File: src/shared/bmvc_pkg.sv
// Shared constants and types for the buck mode and voltage control block
`default_nettype none
package bmvc_pkg;
  localparam int unsigned CODE_W        = 6;
  localparam int unsigned NUM_BUCKS     = 2;
  localparam int unsigned CLK_MHZ       = 200;
  localparam int unsigned DEBOUNCE_US   = 8000;
  localparam int unsigned DEBOUNCE_CYC  = DEBOUNCE_US * CLK_MHZ;
  localparam int unsigned STEP_FAST_NS  = 2000;
  localparam int unsigned STEP_SLOW_NS  = 4000;
  localparam int unsigned CLK_PERIOD_NS = 5;
  localparam int unsigned STEP_FAST_CYC = STEP_FAST_NS / CLK_PERIOD_NS;
  localparam int unsigned STEP_SLOW_CYC = STEP_SLOW_NS / CLK_PERIOD_NS;
  localparam int unsigned CNT_W         = 21;
  localparam logic [5:0]  CODE_RST      = 6'h00;
  localparam logic [5:0]  FIXED_TOP     = 6'h07;

  // Power state of the whole device
  typedef enum logic [2:0] {
    PS_REGS_OFF,
    PS_RUN,
    PS_STANDBY,
    PS_SLEEP
  } bmvc_pstate_t;

  // Operating mode delivered to the analog converter
  typedef enum logic [2:0] {
    MODE_OFF,
    MODE_ADAPTIVE,
    MODE_FPWM,
    MODE_LOW_POWER
  } bmvc_mode_t;

  // Control bits of one converter
  typedef struct packed {
    logic buck_enable;
    logic buck_on_in_standby;
    logic buck_on_in_sleep;
    logic buck_low_power_request;
    logic buck_force_pwm;
    logic scaling_step_rate;
    logic pwm_during_falling_ramp;
  } bmvc_ctrl_t;

  // Host write of the set-point fields
  typedef struct packed {
    logic       run_we;
    logic       standby_we;
    logic       sleep_we;
    logic [5:0] data;
  } bmvc_spwr_t;

  // Drive of one converter's analog section
  typedef struct packed {
    bmvc_mode_t mode;
    logic       switching;
    logic       discharge;
    logic       scaling_ref;
    logic       soft_start_ref;
    logic [5:0] target_code;
    logic [5:0] ramp_code;
    logic       hs_gate_off;
    logic       ls_gate_off;
  } bmvc_drive_t;
endpackage
`default_nettype wire

File: src/verilog/bmvc_top.sv
// Mode, set-point and current-limit control for two identical buck converters
//
// Contract
// Fuse bit 0 enables scaling, 1 disables
// Disabled scaling uses fixed soft-start reference
// Conduction mode follows load, bits and states
// Off mode stops switching, discharges output
// Adaptive mode is the default
// Forced PWM never skips pulses
// Low-power only in standby or sleep
// All modes available for both fuse values
// Enable low disables in every state
// Force-PWM bit overrides low-power bit
// Run ignores low-power request
// Standby bit gates; low-power mode allowed
// Sleep bit gates; adaptive by default
// High and low side limits, per cycle
// Over-limit switch off for rest of cycle
// Limit hit sets sense bit at once
// Status set after 8 ms persistence
// Start-up copies fused code to all fields
// Host rewrites fields after start-up with scaling
// Fields read-only when scaling disabled
// Scaling code linear, 12.5 mV per step
// Fixed table, codes above seven give 3.3 V
// Ramp one step per 2 or 4 us
// Optional forced PWM on falling ramp
// Mode re-evaluated within one clock
// Debounce restarts when fault clears early
`default_nettype none
module bmvc_top
  import bmvc_pkg::*;
#(
  parameter int unsigned DEBOUNCE_CYCLES = DEBOUNCE_CYC
) (
  input  wire logic                         core_clk,
  input  wire logic                         nrst,
  input  wire bmvc_pkg::bmvc_pstate_t       power_state,
  input  wire logic                         processor_reset_out,
  input  wire logic [1:0]                   scaling_disable_fuse,
  input  wire logic [1:0][5:0]              fused_setpoint_code,
  input  wire bmvc_pkg::bmvc_ctrl_t [1:0]   ctrl,
  input  wire bmvc_pkg::bmvc_spwr_t [1:0]   setpoint_write,
  input  wire logic [1:0]                   hs_over_limit,
  input  wire logic [1:0]                   ls_over_limit,
  input  wire logic [1:0]                   cycle_start,
  output logic [1:0][5:0]                   run_setpoint_code,
  output logic [1:0][5:0]                   standby_setpoint_code,
  output logic [1:0][5:0]                   sleep_setpoint_code,
  output bmvc_pkg::bmvc_drive_t [1:0]       drive,
  output logic [1:0]                        hs_limit_sense,
  output logic [1:0]                        ls_limit_sense,
  output logic [1:0]                        hs_limit_status,
  output logic [1:0]                        ls_limit_status
);
  import bmvc_pkg::*;

  ////////////////////////////////////////////////////////////////////////////
  // Start-up detection and pin synchronisers
  bmvc_pstate_t ps_prev_ff;
  logic         rst_meta_ff;
  logic         rst_sync_ff;
  logic [1:0]   hs_meta_ff;
  logic [1:0]   hs_sync_ff;
  logic [1:0]   ls_meta_ff;
  logic [1:0]   ls_sync_ff;
  logic [1:0]   cs_meta_ff;
  logic [1:0]   cs_sync_ff;
  wire          startup = (ps_prev_ff == PS_REGS_OFF) && (power_state == PS_RUN);

  always_ff @(posedge core_clk) begin
    if (!nrst) begin
      ps_prev_ff  <= PS_REGS_OFF;
      rst_meta_ff <= 1'b0;
      rst_sync_ff <= 1'b0;
      hs_meta_ff  <= 2'h0;
      hs_sync_ff  <= 2'h0;
      ls_meta_ff  <= 2'h0;
      ls_sync_ff  <= 2'h0;
      cs_meta_ff  <= 2'h0;
      cs_sync_ff  <= 2'h0;
    end else begin
      ps_prev_ff  <= power_state;
      rst_meta_ff <= processor_reset_out;
      rst_sync_ff <= rst_meta_ff;
      hs_meta_ff  <= hs_over_limit;
      hs_sync_ff  <= hs_meta_ff;
      ls_meta_ff  <= ls_over_limit;
      ls_sync_ff  <= ls_meta_ff;
      cs_meta_ff  <= cycle_start;
      cs_sync_ff  <= cs_meta_ff;
    end
  end

  ////////////////////////////////////////////////////////////////////////////
  // Per converter logic
  for (genvar g = 0; g < NUM_BUCKS; g++) begin : g_buck
    bmvc_ctrl_t c;
    bmvc_mode_t nxt_mode;
    bmvc_mode_t mode_ff;
    logic [5:0] run_ff;
    logic [5:0] stby_ff;
    logic [5:0] slp_ff;
    logic [5:0] ramp_ff;
    logic [5:0] target;
    logic [9:0] step_ff;
    logic       hs_off_ff;
    logic       ls_off_ff;
    logic       hs_sense_ff;
    logic       ls_sense_ff;
    logic       hs_stat_ff;
    logic       ls_stat_ff;
    logic [CNT_W-1:0] hs_cnt_ff;
    logic [CNT_W-1:0] ls_cnt_ff;
    wire        scale_on = ~scaling_disable_fuse[g];
    // Host may write only once start-up is over; fields stay fused otherwise
    wire        host_ok  = scale_on && rst_sync_ff && !startup;
    // Slow step needs 800 cycles, so the counter is ten bits wide
    wire [9:0]  step_len = c.scaling_step_rate ? 10'(STEP_SLOW_CYC)
                                               : 10'(STEP_FAST_CYC);
    wire        step_due = (step_ff >= step_len - 10'h001);
    wire        falling  = scale_on && (ramp_ff > target);
    wire        ramp_pwm = falling && c.pwm_during_falling_ramp;
    wire        lp_ok    = c.buck_low_power_request && !c.buck_force_pwm;

    assign c = ctrl[g];

    // Mode table; identical for both fuse values
    always_comb begin
      nxt_mode = MODE_ADAPTIVE;
      case (power_state)
        PS_RUN:     nxt_mode = c.buck_force_pwm ? MODE_FPWM : MODE_ADAPTIVE;
        PS_STANDBY: if (!c.buck_on_in_standby) begin
                      nxt_mode = MODE_OFF;
                    end else if (lp_ok) begin
                      nxt_mode = MODE_LOW_POWER;
                    end else begin
                      nxt_mode = c.buck_force_pwm ? MODE_FPWM : MODE_ADAPTIVE;
                    end
        PS_SLEEP:   if (!c.buck_on_in_sleep) begin
                      nxt_mode = MODE_OFF;
                    end else if (lp_ok) begin
                      nxt_mode = MODE_LOW_POWER;
                    end else begin
                      nxt_mode = c.buck_force_pwm ? MODE_FPWM : MODE_ADAPTIVE;
                    end
        default:    nxt_mode = MODE_OFF;
      endcase
      if (!c.buck_enable) begin
        nxt_mode = MODE_OFF;
      end else if (ramp_pwm && nxt_mode != MODE_OFF) begin
        nxt_mode = MODE_FPWM;
      end
    end

    always_comb begin
      case (power_state)
        PS_STANDBY: target = stby_ff;
        PS_SLEEP:   target = slp_ff;
        default:    target = run_ff;
      endcase
    end

    always_ff @(posedge core_clk) begin
      if (!nrst) begin
        mode_ff <= MODE_OFF;
        run_ff  <= CODE_RST;
        stby_ff <= CODE_RST;
        slp_ff  <= CODE_RST;
      end else begin
        mode_ff <= nxt_mode;
        if (startup) begin
          run_ff  <= fused_setpoint_code[g];
          stby_ff <= fused_setpoint_code[g];
          slp_ff  <= fused_setpoint_code[g];
        end else if (host_ok) begin
          if (setpoint_write[g].run_we) run_ff <= setpoint_write[g].data;
          if (setpoint_write[g].standby_we) stby_ff <= setpoint_write[g].data;
          if (setpoint_write[g].sleep_we) slp_ff <= setpoint_write[g].data;
        end
      end
    end

    // Ramp walks one code per step period toward the target
    always_ff @(posedge core_clk) begin
      if (!nrst) begin
        ramp_ff <= CODE_RST;
        step_ff <= 10'h000;
      end else if (!scale_on || startup || ramp_ff == target) begin
        ramp_ff <= target;
        step_ff <= 10'h000;
      end else if (step_due) begin
        ramp_ff <= falling ? ramp_ff - 6'h01 : ramp_ff + 6'h01;
        step_ff <= 10'h000;
      end else begin
        step_ff <= step_ff + 10'h001;
      end
    end

    // Gate stays off until the next switching cycle begins
    always_ff @(posedge core_clk) begin
      if (!nrst) begin
        hs_off_ff <= 1'b0;
        ls_off_ff <= 1'b0;
      end else begin
        hs_off_ff <= hs_sync_ff[g] | (hs_off_ff & ~cs_sync_ff[g]);
        ls_off_ff <= ls_sync_ff[g] | (ls_off_ff & ~cs_sync_ff[g]);
      end
    end

    // Sense follows the limit; status needs an unbroken debounce window
    always_ff @(posedge core_clk) begin
      if (!nrst) begin
        hs_sense_ff <= 1'b0;
        ls_sense_ff <= 1'b0;
        hs_stat_ff  <= 1'b0;
        ls_stat_ff  <= 1'b0;
        hs_cnt_ff   <= '0;
        ls_cnt_ff   <= '0;
      end else begin
        hs_sense_ff <= hs_sync_ff[g];
        ls_sense_ff <= ls_sync_ff[g];
        hs_cnt_ff   <= !hs_sync_ff[g] ? '0 :
                       (hs_cnt_ff < CNT_W'(DEBOUNCE_CYCLES)) ? hs_cnt_ff + 1'b1 : hs_cnt_ff;
        ls_cnt_ff   <= !ls_sync_ff[g] ? '0 :
                       (ls_cnt_ff < CNT_W'(DEBOUNCE_CYCLES)) ? ls_cnt_ff + 1'b1 : ls_cnt_ff;
        // Status is sticky; no clear port exists at this level
        hs_stat_ff  <= hs_stat_ff | (hs_cnt_ff == CNT_W'(DEBOUNCE_CYCLES));
        ls_stat_ff  <= ls_stat_ff | (ls_cnt_ff == CNT_W'(DEBOUNCE_CYCLES));
      end
    end

    assign run_setpoint_code[g]     = run_ff;
    assign standby_setpoint_code[g] = stby_ff;
    assign sleep_setpoint_code[g]   = slp_ff;
    assign hs_limit_sense[g]        = hs_sense_ff;
    assign ls_limit_sense[g]        = ls_sense_ff;
    assign hs_limit_status[g]       = hs_stat_ff;
    assign ls_limit_status[g]       = ls_stat_ff;
    assign drive[g].mode            = mode_ff;
    assign drive[g].switching       = (mode_ff != MODE_OFF);
    assign drive[g].discharge       = (mode_ff == MODE_OFF);
    assign drive[g].scaling_ref     = scale_on;
    assign drive[g].soft_start_ref  = ~scale_on;
    // Fixed-reference table saturates at index seven
    assign drive[g].target_code     = (!scale_on && target > FIXED_TOP) ? FIXED_TOP
                                                                        : target;
    assign drive[g].ramp_code       = ramp_ff;
    assign drive[g].hs_gate_off     = hs_off_ff;
    assign drive[g].ls_gate_off     = ls_off_ff;
  end
endmodule
`default_nettype wire

File: config.mk
export PLATFORM = sky130hd
export DESIGN_NAME = bmvc_top
export DESIGN_NICKNAME = d
export VERILOG_FILES = /design/src/shared/bmvc_pkg.sv /design/src/verilog/bmvc_top.sv
export SDC_FILE = /design/constraint.sdc
export NUM_CORES = 1
export LEC_CHECK = 0
export ABC_AREA = 1
export BUFFER_PORTS_ARGS = -buffer_cell sky130_fd_sc_hd__buf_2
export CAP_MARGIN = 30
export CELL_PAD_IN_SITES_DETAIL_PLACEMENT = 1
export CELL_PAD_IN_SITES_GLOBAL_PLACEMENT = 2
export CORE_MARGIN = 5
export CORE_UTILIZATION = 36
export CTS_BUF_LIST = sky130_fd_sc_hd__clkbuf_2 sky130_fd_sc_hd__clkbuf_4 sky130_fd_sc_hd__clkbuf_8
export CTS_CLUSTER_SIZE = 28
export DETAILED_ROUTE_END_ITERATION = 8
export PLACE_DENSITY_LB_ADDON = 0.1
export SLEW_MARGIN = 25
export SYNTH_ARGS = -nofsm -noshare
export SYNTH_HDL_FRONTEND = slang
export SYNTH_SLANG_ARGS = --single-unit
export TNS_END_PERCENT = 30
File: constraint.sdc
create_clock -name core_clk -period 10.6 [get_ports core_clk]
set_clock_uncertainty 0.15 [all_clocks]
set_input_delay 2.12 -clock core_clk [delete_from_list [all_inputs] [get_ports core_clk]]
set_output_delay 2.12 -clock core_clk [all_outputs]
set_load 0.01 [all_outputs]
==> impl_metrics.env <==
export IMPL_run_status="finished, final reports clean"
export IMPL_floorplan_io_pins=144
export IMPL_synth_main_ff_cell="sky130_fd_sc_hd__dfxtp_1"
export IMPL_synth_seq_area_share=0.397
export IMPL_cp_data_arrival_time_ns=4.03
export IMPL_dr_total_vias=8759
export IMPL_timing_worst_setup_path_type="input port to primary output"
export IMPL_tritoncts="done"
export IMPL_fin_util=0.412
export IMPL_pre_cts_slack_ns=4.30
export IMPL_vdd_ir_drop_max_uv=56.0
export IMPL_core_area_sq_mm=0.0258
export IMPL_type_of_origin_of_the_critical_path="input port"
export IMPL_report_final_setup_viol=0
export IMPL_layout_filler_cell_count=3373
export IMPL_fin_nets=1507
export IMPL_place_inst=1731
export IMPL_hold_path_class="flip-flop to flip-flop"
export IMPL_totalNegativeSetupSlack_ns=0
export IMPL_fin_worst_hold_slack_ns=0.274
export IMPL_worst_skew_pair_late_latency_ns=0.46
export IMPL_viasPerCell=4.96
export IMPL_design_power_total_mw=1.52
export IMPL_synth_edf_count=0
export IMPL_cellPowerDensity_mw_per_mm2=143
export IMPL_synthDistinctLibCells=52
export IMPL_placedInstanceArea_sq_mm=0.0102
export IMPL_cap_violations=0
export IMPL_slew_viol_final=0
export IMPL_max_slew_margin_rel=0.517
export IMPL_first_global_vias=8598
export IMPL_cts_max_path_buffers=2
export IMPL_netlist_area_before_placement_sq_mm=0.00933
export IMPL_number_of_clock_buffers_inserted_by_tritoncts=17
export IMPL_maximum_number_of_pins_on_one_net_before_global_route_repair=70
export IMPL_share_of_cells_above_drive_strength_1=0.143
export IMPL_min_period_over_period=0.594
export IMPL_worst_slew_pin_transition_ns=0.718
export IMPL_synth_async_reset_ratio=0
export IMPL_detail_route_wl_per_cell_um=15.7
export IMPL_post_cts_setup_buffers=0
export IMPL_postCtsHoldBufs=0
export IMPL_postSynthRegisterBits=185
export IMPL_gr_usage_met1=0.258
export IMPL_clk_transition_reported_paths_ns=0.10
export IMPL_grt_setup_unrepaired="no"
export IMPL_crit_required_ns=8.33
export IMPL_antenna_found_initial=1
export IMPL_synth_area_leaders="sky130_fd_sc_hd__dfxtp_1 (40%), sky130_fd_sc_hd__nand2_1 (9.8%), sky130_fd_sc_hd__inv_1 (8.0%), sky130_fd_sc_hd__a21oi_1 (5.9%), sky130_fd_sc_hd__o21ai_0 (5.3%)"
export IMPL_static_leakage_power_nw=4.82
export IMPL_synth_area_per_cell_sq_um=7.19
export IMPL_grt_met2_usage=0.308
export IMPL_fin_cells=1765
export IMPL_finalWorstPathRequiredPeriod_ns=6.30
export IMPL_std_cell_rows=59
export IMPL_area_growth_syn_to_layout_pct=13.7
export IMPL_groute_layer_met3_usage=0.0321
export IMPL_die_width_um=171
export IMPL_first_pass_iteration_count_of_the_detailed_router=4
export IMPL_global_route_peak_usage_layer="met2"
export IMPL_fp_dieH_um=171
export IMPL_design_die_area_sq_mm=0.0292
export IMPL_antenna_left=0
export IMPL_place_gp_congestion=0.861
export IMPL_cts_resized=0
export IMPL_dp_hpwl_um=21600
export IMPL_grt_ovfl_total=0
export IMPL_tritoncts_num_sinks=185
export IMPL_setup_reg_to_reg_worst_slack_ns=7.07
export IMPL_yosysWarnings=0
export IMPL_max_freq_mhz=159
export IMPL_cts_htree_levels=4
export IMPL_postLayoutCellArea_sq_mm=0.0106
export IMPL_final_ws_setup_ns=4.30
export IMPL_worstPathMaxFanout=8
export IMPL_route_detailed_drc=0
export IMPL_detail_route_iter0_violations=348
export IMPL_grt_use_total=0.188
export IMPL_synth_top_area_frac=0.397
export IMPL_cts_root_buf="sky130_fd_sc_hd__clkbuf_8"
export IMPL_grt_first_pass_wirelength_um=44600
export IMPL_effective_utilization_at_floorplan=0.362
export IMPL_finalHoldViolCount=0
export IMPL_crit_path_end_kind="primary output"
export IMPL_routed_wl_um=27800
export IMPL_netlist_instances=1299
export IMPL_synth_top_area_cell="sky130_fd_sc_hd__dfxtp_1"
export IMPL_portBuffers=141
-- layout make-up --
type | count | area (sq um) | area share
clock inverters | 13 | 128 | 0.0120
well taps | 335 | 419 | 0.0395
multi-input cells | 861 | 4600 | 0.434
clock buffers | 19 | 255 | 0.0241
diodes | 2 | 5.00 | 0.000472
flip-flops and latches | 185 | 3700 | 0.349
inverters | 207 | 777 | 0.0732
repair buffers | 143 | 721 | 0.0679
-- critical path, stage by stage --
cell and delay, ns:
sky130_fd_sc_hd__buf_2 0.13, sky130_fd_sc_hd__inv_2 0.07, sky130_fd_sc_hd__nand2_2 0.16, sky130_fd_sc_hd__nor2_1 0.12, sky130_fd_sc_hd__inv_2 0.15, sky130_fd_sc_hd__nor2_1 0.06, sky130_fd_sc_hd__a221oi_1 0.40, sky130_fd_sc_hd__inv_1 0.16
sky130_fd_sc_hd__nor2_1 0.12, sky130_fd_sc_hd__a21oi_1 0.09, sky130_fd_sc_hd__or2_2 0.28, sky130_fd_sc_hd__buf_2 0.14
-- cells in the final DEF, fill, tap and decap left out, types with 6 or more instances in the layout --
cell                       count
sky130_fd_sc_hd__xor2_1       20
sky130_fd_sc_hd__o21ai_0      99
sky130_fd_sc_hd__inv_2         8
sky130_fd_sc_hd__o21a_1        6
sky130_fd_sc_hd__a31oi_1      12
sky130_fd_sc_hd__nand4_1      37
sky130_fd_sc_hd__dfxtp_1     185
sky130_fd_sc_hd__inv_1       199
sky130_fd_sc_hd__nand2_1     244
sky130_fd_sc_hd__nand3_1      64
sky130_fd_sc_hd__ha_1         32
sky130_fd_sc_hd__clkbuf_8     18
sky130_fd_sc_hd__nor3_1       29
sky130_fd_sc_hd__nor4_1       15
sky130_fd_sc_hd__nor2_1      107
sky130_fd_sc_hd__xnor2_1       7
sky130_fd_sc_hd__buf_2       141
sky130_fd_sc_hd__a21oi_1     110
sky130_fd_sc_hd__mux2i_1      12
-- cells by family after synthesis --
logic type,after synthesis,synth area share
DFF,185,0.397
xor gates and xnor gates,27,0.0253
other,1,0.000402
muxes,12,0.0129
adders and majority gates,34,0.0472
and+or+nand+nor,527,0.256
AOI/OAI and AO/OA,259,0.151
buffers and inverters,254,0.111
-- routing by layer --
layer | part of all wire | vias to the layer above
li1 | - | 4474
met2 | 0.45 | 142
met3 | 0.041 | 19
met1 | 0.49 | 4124
met4 | 0.018 | 0
met5 | 0 | -
-- where the power goes --
group / internal (mW) / switching (mW)
clock network: 0.182 / 0.290
registers: 0.720 / 0.0305
logic: 0.108 / 0.186
total: 1.01 / 0.507
-- state kept, by name, indices dropped and copies added, names as in the netlist, 2 cells and up --
signal              count
cs_sync_ff              2
g_buck.ls_sense_ff      2
cs_meta_ff              2
hs_sync_ff              2
g_buck.ls_cnt_ff       42
g_buck.ls_off_ff        2
g_buck.step_ff         20
ls_meta_ff              2
g_buck.slp_ff          12
ps_prev_ff              3
g_buck.hs_stat_ff       2
g_buck.stby_ff         12
g_buck.mode_ff          4
g_buck.ramp_ff         12
g_buck.ls_stat_ff       2
g_buck.hs_sense_ff      2
ls_sync_ff              2
g_buck.hs_off_ff        2
g_buck.run_ff          12
g_buck.hs_cnt_ff       42
hs_meta_ff              2
-- final timing paths --
| kind | start | to | cells past startpoint |
|---|---|---|---|
| setup reg to reg | g_buck[1].run_ff[4] | g_buck[1].ramp_ff[5] | 21 |
| hold / removal | hs_meta_ff[0] | hs_sync_ff[0] | 2 |
| setup / recovery | power_state[2] | drive[8] | 12 |
| hold reg to reg | hs_meta_ff[0] | hs_sync_ff[0] | 2 |
-- synth_stat cells (6+ instances only) --
cell type and count:
sky130_fd_sc_hd__a21oi_1 110, sky130_fd_sc_hd__a31oi_1 12, sky130_fd_sc_hd__buf_4 18, sky130_fd_sc_hd__clkbuf_1 24, sky130_fd_sc_hd__dfxtp_1 185, sky130_fd_sc_hd__ha_1 32, sky130_fd_sc_hd__inv_1 199, sky130_fd_sc_hd__inv_2 8
sky130_fd_sc_hd__mux2i_1 12, sky130_fd_sc_hd__nand2_1 244, sky130_fd_sc_hd__nand3_1 64, sky130_fd_sc_hd__nand4_1 37, sky130_fd_sc_hd__nor2_1 107, sky130_fd_sc_hd__nor3_1 29, sky130_fd_sc_hd__nor4_1 15, sky130_fd_sc_hd__o21a_1 6
sky130_fd_sc_hd__o21ai_0 99, sky130_fd_sc_hd__xnor2_1 7, sky130_fd_sc_hd__xor2_1 20
Note: power is estimated with default switching activity, not from simulation.
